[src/hw/sfp_pkg.sv]
// constants shared by the sector flash host controller and its parts
// assumes a 125 MHz system clock and a byte-wide asynchronous flash outside
package sfp_pkg;
    // ==========================================================
    // clock and timing
    localparam int CLK_MHZ = 125;
    localparam int T_AS_NS = 10;
    localparam int T_WP_NS = 200;
    localparam int T_WPH_NS = 200;
    localparam int T_ACC_NS = 120;
    localparam int T_OEHP_NS = 150;
    localparam int GAP_US = 150;
    localparam int PROG_MS = 20;
    localparam int AS_CYC = (T_AS_NS * CLK_MHZ + 999) / 1000;
    localparam int WP_CYC = (T_WP_NS * CLK_MHZ + 999) / 1000;
    localparam int ACC_CYC = (T_ACC_NS * CLK_MHZ + 999) / 1000;
    localparam int HI_NS = (T_WPH_NS > T_OEHP_NS) ? T_WPH_NS : T_OEHP_NS;
    localparam int HI_CYC = (HI_NS * CLK_MHZ + 999) / 1000;
    // longest gap rounds down, least write cycle wait rounds up
    localparam int GAP_CYC = GAP_US * CLK_MHZ;
    localparam int PROG_CYC = PROG_MS * 1000 * CLK_MHZ;
    localparam int SYNC_CYC = 3;
    // ==========================================================
    // pin layout
    localparam int ADDR_W = 17;
    localparam int DATA_W = 8;
    localparam int SEC_LSB = 7;
    localparam int SEC_W = ADDR_W - SEC_LSB;
    localparam int SEC_BYTES = 128;
    localparam int TOGGLE_BIT = 6;
    // ==========================================================
    // command sequences
    localparam logic [14:0] CMD_A1 = 15'h5555;
    localparam logic [14:0] CMD_A2 = 15'h2aaa;
    localparam logic [7:0] CMD_D1 = 8'haa;
    localparam logic [7:0] CMD_D2 = 8'h55;
    localparam logic [7:0] CMD_PROT = 8'ha0;
    localparam logic [7:0] CMD_ID_IN = 8'h90;
    localparam logic [7:0] CMD_ID_OUT = 8'hf0;
    localparam logic [1:0] SEQ_LAST = 2'h2;
    typedef enum logic [1:0] {SFP_OP_READ, SFP_OP_PROG, SFP_OP_IDENT} sfp_op_e;
    typedef enum logic [1:0] {SFP_SEQ_PROT, SFP_SEQ_ID_IN, SFP_SEQ_ID_OUT} sfp_seq_e;
endpackage

[src/hw/sfp_strm_if.sv]
// valid/ready byte stream between the controller and its buffer
// assumes both ends on the same clock
`timescale 1ns/1ps
interface sfp_strm_if #(parameter int W = 8);
    logic valid;
    logic ready;
    logic [W-1:0] data;
    modport src (output valid, output data, input ready);
    modport snk (input valid, input data, output ready);
endinterface

[src/hw/sfp_host.sv]
// host controller driving a byte-wide sector flash through its pins
// assumes flash data pins arrive asynchronously; one 125 MHz clock, synchronous reset
`timescale 1ns/1ps
module sfp_host import sfp_pkg::*; #(
    parameter int GAP_CYC_P = GAP_CYC,
    parameter int PROG_CYC_P = PROG_CYC
) (
    input wire logic clock,
    input wire logic srst,
    input wire logic op_valid,
    output logic op_ready,
    input wire logic [1:0] op_code,
    input wire logic [ADDR_W-1:0] op_addr,
    input wire logic [7:0] op_len,
    input wire logic wr_valid,
    output logic wr_ready,
    input wire logic [DATA_W-1:0] wr_data,
    output logic rsp_valid,
    output logic [15:0] rsp_data,
    output logic rsp_err,
    output logic [ADDR_W-1:0] fl_addr,
    output logic fl_ce_n,
    output logic fl_oe_n,
    output logic fl_we_n,
    output logic [DATA_W-1:0] fl_dq_o,
    output logic fl_dq_oe_n,
    input wire logic [DATA_W-1:0] fl_dq_i
);
    localparam int GW = $clog2(GAP_CYC_P + 1);
    localparam int TW = $clog2(PROG_CYC_P + 1);
    localparam int GAP_STOP = GAP_CYC_P - AS_CYC - 1;
    if (GAP_STOP <= AS_CYC + WP_CYC + HI_CYC) begin : g_chk
        $error("byte load gap too short for one bus write");
    end
    typedef enum logic [2:0] {ST_IDLE, ST_SEQ, ST_LOAD, ST_POLL, ST_IDRD, ST_READ, ST_RESP} sfp_st_e;
    typedef enum logic [1:0] {BP_IDLE, BP_SET, BP_STB, BP_HI} sfp_bp_e;
    sfp_st_e st_r;
    sfp_bp_e ph_r;
    sfp_seq_e seq_kind_r;
    logic [1:0] seq_step_r;
    logic [SEC_W-1:0] sector_r;
    logic [SEC_LSB-1:0] off_r;
    logic [7:0] left_r;
    logic [ADDR_W-1:0] addr_r;
    logic [ADDR_W-1:0] poll_a_r;
    logic [GW-1:0] gap_r;
    logic [TW-1:0] prog_wait_r;
    logic prev_r;
    logic have_prev_r;
    logic err_r;
    logic id_sel_r;
    logic [15:0] res_r;
    logic rsp_valid_r;
    logic [7:0] cnt_r;
    logic wr_r;
    logic [DATA_W-1:0] dq_s1_r, dq_s2_r, dq_s3_r;
    logic [DATA_W-1:0] bus_rdata_r;
    sfp_strm_if #(.W(DATA_W)) in_s ();
    sfp_strm_if #(.W(DATA_W)) buf_s ();
    // ==========================================================
    // write data buffer
    assign in_s.valid = wr_valid;
    assign in_s.data = wr_data;
    assign wr_ready = in_s.ready;
    sfp_buf2 #(.W(DATA_W), .DEPTH(2)) u_buf (
        .clock(clock),
        .srst(srst),
        .up(in_s),
        .dn(buf_s)
    );
    // ==========================================================
    // request decode and bus selection
    wire bus_idle = (ph_r == BP_IDLE);
    wire bus_done = (ph_r == BP_HI) && (cnt_r == 8'h00);
    // flash still loads until a full gap has passed; earlier polls would see old data
    wire poll_go = (st_r == ST_POLL) && (gap_r == GW'(GAP_CYC_P));
    wire need_bus = (st_r == ST_SEQ) || poll_go || (st_r == ST_IDRD) || (st_r == ST_READ)
        || (st_r == ST_LOAD && buf_s.valid);
    wire bus_go = bus_idle && need_bus;
    wire go_wr = (st_r == ST_SEQ) || (st_r == ST_LOAD);
    wire [14:0] seq_a = (seq_step_r == 2'h1) ? CMD_A2 : CMD_A1;
    wire [7:0] seq_code = (seq_kind_r == SFP_SEQ_PROT) ? CMD_PROT :
        (seq_kind_r == SFP_SEQ_ID_IN) ? CMD_ID_IN : CMD_ID_OUT;
    wire [7:0] seq_d = (seq_step_r == 2'h0) ? CMD_D1 : (seq_step_r == 2'h1) ? CMD_D2 : seq_code;
    wire [ADDR_W-1:0] load_a = {sector_r, off_r};
    wire [ADDR_W-1:0] go_addr = (st_r == ST_SEQ) ? {2'b00, seq_a} :
        (st_r == ST_LOAD) ? load_a :
        (st_r == ST_POLL) ? poll_a_r :
        (st_r == ST_IDRD) ? {{(ADDR_W-1){1'b0}}, id_sel_r} : addr_r;
    wire [DATA_W-1:0] go_data = (st_r == ST_SEQ) ? seq_d : buf_s.data;
    assign buf_s.ready = bus_go && (st_r == ST_LOAD);
    wire load_last = (left_r == 8'h01) || (off_r == SEC_LSB'(SEC_BYTES - 1));
    wire gap_out = (st_r == ST_LOAD) && !buf_s.valid && (gap_r >= GW'(GAP_STOP));
    wire dq_stable = (dq_s2_r == dq_s3_r);
    wire tgl_now = bus_rdata_r[TOGGLE_BIT];
    wire poll_same = have_prev_r && (tgl_now == prev_r);
    assign op_ready = (st_r == ST_IDLE);
    assign rsp_valid = rsp_valid_r;
    assign rsp_data = res_r;
    assign rsp_err = err_r;
    // ==========================================================
    // pin input synchroniser
    always_ff @(posedge clock) begin
        if (srst) begin
            dq_s1_r <= '0;
            dq_s2_r <= '0;
            dq_s3_r <= '0;
        end else begin
            dq_s1_r <= fl_dq_i;
            dq_s2_r <= dq_s1_r;
            dq_s3_r <= dq_s2_r;
        end
    end
    // ==========================================================
    // bus cycle engine: setup, strobe, strobe-high recovery
    always_ff @(posedge clock) begin
        if (srst) begin
            ph_r <= BP_IDLE;
            cnt_r <= '0;
            wr_r <= 1'b0;
            fl_addr <= '0;
            fl_dq_o <= '0;
            fl_dq_oe_n <= 1'b1;
            fl_ce_n <= 1'b1;
            fl_oe_n <= 1'b1;
            fl_we_n <= 1'b1;
            bus_rdata_r <= '0;
        end else begin
            unique case (ph_r)
                BP_IDLE: if (bus_go) begin
                    ph_r <= BP_SET;
                    cnt_r <= 8'(AS_CYC - 1);
                    wr_r <= go_wr;
                    fl_addr <= go_addr;
                    fl_dq_o <= go_data;
                    fl_dq_oe_n <= !go_wr;
                    fl_ce_n <= 1'b0;
                end
                BP_SET: if (cnt_r == 8'h00) begin
                    ph_r <= BP_STB;
                    // output strobe stays high whenever write strobe is low
                    cnt_r <= wr_r ? 8'(WP_CYC - 1) : 8'(ACC_CYC + SYNC_CYC - 1);
                    fl_we_n <= !wr_r;
                    fl_oe_n <= wr_r;
                end else begin
                    cnt_r <= cnt_r - 8'h01;
                end
                BP_STB: if (cnt_r == 8'h00 && (wr_r || dq_stable)) begin
                    ph_r <= BP_HI;
                    cnt_r <= 8'(HI_CYC - 1);
                    fl_we_n <= 1'b1;
                    fl_oe_n <= 1'b1;
                    fl_ce_n <= 1'b1;
                    if (!wr_r) begin
                        bus_rdata_r <= dq_s3_r;
                    end
                end else if (cnt_r != 8'h00) begin
                    cnt_r <= cnt_r - 8'h01;
                end
                BP_HI: if (cnt_r == 8'h00) begin
                    ph_r <= BP_IDLE;
                    fl_dq_oe_n <= 1'b1;
                end else begin
                    cnt_r <= cnt_r - 8'h01;
                end
            endcase
        end
    end
    // ==========================================================
    // gap and write cycle timers
    always_ff @(posedge clock) begin
        if (srst || (st_r != ST_LOAD && st_r != ST_POLL) || buf_s.ready) begin
            gap_r <= '0;
        end else if (gap_r != GW'(GAP_CYC_P)) begin
            gap_r <= gap_r + 1'b1;
        end
    end
    // flash finishes alone; only a toggle bit that keeps toggling runs this out
    always_ff @(posedge clock) begin
        if (srst || st_r != ST_POLL) begin
            prog_wait_r <= '0;
        end else if (prog_wait_r != TW'(PROG_CYC_P)) begin
            prog_wait_r <= prog_wait_r + 1'b1;
        end
    end
    // ==========================================================
    // operation sequencer
    always_ff @(posedge clock) begin
        if (srst) begin
            st_r <= ST_IDLE;
            seq_kind_r <= SFP_SEQ_PROT;
            seq_step_r <= '0;
            sector_r <= '0;
            off_r <= '0;
            left_r <= '0;
            addr_r <= '0;
            poll_a_r <= '0;
            prev_r <= 1'b0;
            have_prev_r <= 1'b0;
            err_r <= 1'b0;
            id_sel_r <= 1'b0;
            res_r <= '0;
            rsp_valid_r <= 1'b0;
        end else begin
            rsp_valid_r <= 1'b0;
            unique case (st_r)
                ST_IDLE: if (op_valid) begin
                    addr_r <= op_addr;
                    sector_r <= op_addr[ADDR_W-1:SEC_LSB];
                    off_r <= op_addr[SEC_LSB-1:0];
                    left_r <= (op_len == 8'h00) ? 8'h01 : op_len;
                    err_r <= 1'b0;
                    have_prev_r <= 1'b0;
                    id_sel_r <= 1'b0;
                    seq_step_r <= '0;
                    // identification always opens with its entry sequence
                    seq_kind_r <= (op_code == SFP_OP_IDENT) ? SFP_SEQ_ID_IN : SFP_SEQ_PROT;
                    st_r <= (op_code == SFP_OP_READ) ? ST_READ : ST_SEQ;
                end
                ST_SEQ: if (bus_done) begin
                    seq_step_r <= seq_step_r + 2'h1;
                    if (seq_step_r == SEQ_LAST) begin
                        seq_step_r <= '0;
                        st_r <= (seq_kind_r == SFP_SEQ_PROT) ? ST_LOAD :
                            (seq_kind_r == SFP_SEQ_ID_IN) ? ST_IDRD : ST_RESP;
                    end
                end
                ST_LOAD: if (bus_done) begin
                    poll_a_r <= load_a;
                    off_r <= off_r + 1'b1;
                    left_r <= left_r - 8'h01;
                    // untouched bytes of the sector come back undefined
                    if (load_last) begin
                        st_r <= ST_POLL;
                    end
                end else if (gap_out) begin
                    err_r <= 1'b1;
                    st_r <= ST_POLL;
                end
                ST_POLL: if (bus_done) begin
                    prev_r <= tgl_now;
                    have_prev_r <= 1'b1;
                    res_r <= {8'h00, bus_rdata_r};
                    if (poll_same) begin
                        st_r <= ST_RESP;
                    end
                end else if (prog_wait_r == TW'(PROG_CYC_P)) begin
                    err_r <= 1'b1;
                    st_r <= ST_RESP;
                end
                ST_IDRD: if (bus_done) begin
                    id_sel_r <= 1'b1;
                    if (id_sel_r) begin
                        res_r[7:0] <= bus_rdata_r;
                        seq_kind_r <= SFP_SEQ_ID_OUT;
                        st_r <= ST_SEQ;
                    end else begin
                        res_r[15:8] <= bus_rdata_r;
                    end
                end
                ST_READ: if (bus_done) begin
                    res_r <= {8'h00, bus_rdata_r};
                    st_r <= ST_RESP;
                end
                ST_RESP: begin
                    rsp_valid_r <= 1'b1;
                    st_r <= ST_IDLE;
                end
            endcase
        end
    end
endmodule // sfp_host

[src/hw/sfp_buf2.sv]
// two-entry buffer, full throughput, no combinational path from out ready to in ready
// assumes one clock and synchronous reset
`timescale 1ns/1ps
module sfp_buf2 #(
    parameter int W = 8,
    parameter int DEPTH = 2
) (
    input wire logic clock,
    input wire logic srst,
    sfp_strm_if.snk up,
    sfp_strm_if.src dn
);
    localparam int PW = (DEPTH > 1) ? $clog2(DEPTH) : 1;
    if (DEPTH != 2) begin : g_chk
        $error("sfp_buf2 serves exactly two entries");
    end
    logic [W-1:0] mem_r [DEPTH];
    logic [PW-1:0] wptr_r;
    logic [PW-1:0] rptr_r;
    logic [PW:0] cnt_r;
    wire push = up.valid && up.ready;
    wire pop = dn.valid && dn.ready;
    assign up.ready = (cnt_r != (PW+1)'(DEPTH));
    assign dn.valid = (cnt_r != '0);
    assign dn.data = mem_r[rptr_r];
    // ==========================================================
    // storage, one slot per entry
    for (genvar i = 0; i < DEPTH; i++) begin : g_ent
        always_ff @(posedge clock) begin
            if (srst) begin
                mem_r[i] <= '0;
            end else if (push && wptr_r == PW'(i)) begin
                mem_r[i] <= up.data;
            end
        end
    end
    always_ff @(posedge clock) begin
        if (srst) begin
            wptr_r <= '0;
            rptr_r <= '0;
            cnt_r <= '0;
        end else begin
            wptr_r <= push ? wptr_r + 1'b1 : wptr_r;
            rptr_r <= pop ? rptr_r + 1'b1 : rptr_r;
            cnt_r <= cnt_r + (PW+1)'(push) - (PW+1)'(pop);
        end
    end
endmodule // sfp_buf2

[config.mk]
export PLATFORM = sky130hd
export DESIGN_NAME = sfp_host
export DESIGN_NICKNAME = d
export VERILOG_FILES = /design/src/hw/sfp_pkg.sv /design/src/hw/sfp_strm_if.sv /design/src/hw/sfp_host.sv /design/src/hw/sfp_buf2.sv
export SDC_FILE = /design/constraint.sdc
export NUM_CORES = 1
export LEC_CHECK = 0
export ABC_AREA = 1
export BUFFER_PORTS_ARGS = -buffer_cell sky130_fd_sc_hd__buf_4
export CAP_MARGIN = 20
export CORE_ASPECT_RATIO = 0.7
export CORE_MARGIN = 10
export CORE_UTILIZATION = 35
export DETAILED_ROUTE_END_ITERATION = 10
export PLACE_DENSITY = 0.53
export SKIP_LAST_GASP = 1
export SYNTH_ARGS = -nofsm -noshare
export SYNTH_HDL_FRONTEND = slang
export SYNTH_SLANG_ARGS = --single-unit
[constraint.sdc]
create_clock -name clock -period 5.1 [get_ports clock]
set_input_delay 1.02 -clock clock [delete_from_list [all_inputs] [get_ports clock]]
set_output_delay 1.02 -clock clock [all_outputs]
set_load 0.005 [all_outputs]
==> reports/metrics.yaml <==
worstHoldPathType: "flop to flop"
dr_total_vias: 8440
grt_overflow_total: 0
final_antenna_net_count: 0
start_kind: "flop"
endpoint_kind: "flop"
die_w_um: 217
timing.hold.ws_ns: 0.401
drive_above_1_share_pct: 14.3
ctsHoldBuffers: 0
fin_skew_ns: 0.00965
core_um2: 26800
h-tree-depth: 1
io_pins: 96
seq_power_share_pct: 36.1
layout.nets: 1430
diodes: 0
synth_fp_nets: 1356
dp_hpwl_um: 18800
start_util_pct: 35.7
tightestPinTransition_ns: 1.06
min_period_ns: 2.62
wl_per_cell_um: 15.0
synth-edff-count: 16
finalHoldViolCount: 0
critPathRequiredTime_ns: 5.50
max-clock-path-buffers: 3
async_reset_ff_share_pct: 0
rsz0062_at_grt: "no"
clock.fmax_ghz: 0.382
root_buffer: "clkbuf_16"
p_per_area_nw_per_um2: 509
regArea_um2: 4300
vias_per_cell: 4.83
clock_latency_ns: 0.52
yosys_register_bits: 207
cts_buffers: 23
post-route-period-util_pct: 51.3
multiInputGateArea_um2: 4380
critical_path_class: "flop to flop"
cts_setup_buffers: 0
finalWorstSetupSlack_ns: 2.48
r2r_cells: 8
crit_fanout: 31
dieArea_um2: 34400
power.share.clock_pct: 34.2
cts_tree: "built"
drt_iter0_markers: 627
cts_sinks: 207
leakage_uw: 0.00455
slew-limit-headroom_pct: 29.3
drc: 0
final_common_cell: "nand2_1"
antenna_found_initial: 0
outcome: "complete, no violations"
first_global_vias: 7810
fin_util_pct: 42.6
synth_area_um2: 9550
cts.clk_slew.worst_paths_ns: 0.06
gp_congestion: 0.867
arrival_ns: 3.02
intPower_uw: 3770
combPwrFrac_pct: 29.7
setup_viol: 0
switching_share_pct: 34.9
cts_resized: 0
synthCells: 1294
num_rows: 50
grt_max_degree: 68
area_growth_pct: 19.4
power.net_switching_uw: 2030
critPathMaxStageDelay_ns: 0.66
hold_path_depth: 2
report.final.slew_viol_count: 0
yosysSeqAreaShare_pct: 45.1
cpMostUsedCell: "nor2_4"
place_ws_ns: 2.26
fill_cells: 2776
critical_path.slowest_cell: "nand2_1"
firstDrtPassIters: 5
avgSynthCellArea_um2: 7.38
max-cap-violations: 0
grt_pass1_wl_um: 42100
port_buffers: 95
die_h_um: 158
yosysWarnings: 0
peakVddDrop_mv: 0.272
worstPathCellList: "nor2_4 -> inv_2 -> nor2_4 -> nand2_1 -> nand2_4 -> inv_1 -> a211oi_1 -> nor2_1"
yosys.cell_types.count: 47
grt_usage_pct: 14.9
drt-total-wl_um: 26200
finalSetupTns_ns: 0
yosys_most_used_dff: "dfxtp_1"
layout_common_cells: "nand2_1 (227), dfxtp_1 (191), nor2_1 (167)"
cell type report:
class	instances	area share [%]
inverters	160	5.29
well taps	364	4.00
flip-flops and latches	207	37.8
clock buffers	27	5.45
repair buffers	100	6.54
clock inverters	15	2.55
multi-input cells	876	38.4
critical path: cells and delay by family (launching register included):
family / cells / cell delay [ns]
AO/OA/AOI/OAI: 1 / 0.19
flip-flops: 1 / 0.43
buffers and inverters: 2 / 0.21
AND/OR/NAND/NOR: 5 / 1.65
path summary, 6_finish.rpt:
| path | end | slack (ns) | start |
|---|---|---|---|
| min reg2reg | dq_s2_r[2] | 0.40 | dq_s1_r[2] |
| max | left_r[1] | 2.48 | st_r[2] |
| max reg2reg | left_r[1] | 2.48 | st_r[2] |
| min | dq_s2_r[2] | 0.40 | dq_s1_r[2] |
logic make-up after synthesis:
kind of cell               synth area share (%)
xor gates and xnor gates                   1.28
and+or+nand+nor                            25.7
adders and majority gates                  1.97
DFF                                        45.1
AOI/OAI and AO/OA                          16.9
buffers and inverters                      9.07
synth_stat cells (6+ instances only):
cell type,number,area [um2]
inv_2,15,56.3
a211oi_1,14,105
xor2_1,7,61.3
inv_1,144,541
o21ai_1,7,35.0
nand2_2,6,37.5
nand2_4,6,67.6
or2_2,8,50.1
nor2_2,7,43.8
nor2_1,167,627
nand2_1,227,852
clkbuf_1,26,97.6
ha_1,15,188
nand3_1,69,345
edfxtp_1,16,480
o21ai_0,79,395
a21oi_1,143,716
dfxtp_1,191,3820
nor3_1,21,105
a31oi_1,20,125
nand4_1,26,163
xnor2_1,7,61.3
buf_6,6,67.6
buf_2,12,60.1
nor2_4,6,67.6
o22ai_1,11,68.8
per-layer routing:
metal / global-route usage, % / vias to the layer above / wire length, um
met2: 20.4 / 222 / 10000
met1: 22.6 / 3767 / 13900
met5: 0.151 / - / 0
li1: - / 4423 / -
met3: 3.60 / 28 / 1810
met4: 3.19 / 0 / 403
through the flow:
step / power, uW / instances / instance area [um2]
final: 5800 / 1749 / 11400
after global routing: 6200 / 1749 / 11400
after CTS: 5860 / 1748 / 11400
after detailed placement: 3840 / 1706 / 10500
after global placement: 3840 / 1705 / 10500
after floorplan: 3310 / 1294 / 9550
power groups by stage:
stage	clock network [uW]	registers [uW]	logic [uW]
4_1_cts	2040	2090	1720
2_1_floorplan	0	2050	1270
6_report	1980	2090	1720
3_3_place_gp	0	2130	1710
3_5_place_dp	0	2120	1720
5_1_grt	2110	2120	1970
registers in the layout, indices dropped and copies added (netlist names), 10 cells and up, named ones only:
name / cells
prog_wait_r: 22
rsp_data: 16
fl_addr: 17
gap_r: 15
poll_a_r: 17
sector_r: 10
u_buf.mem_r: 16
(Power assumes the default switching activity.)
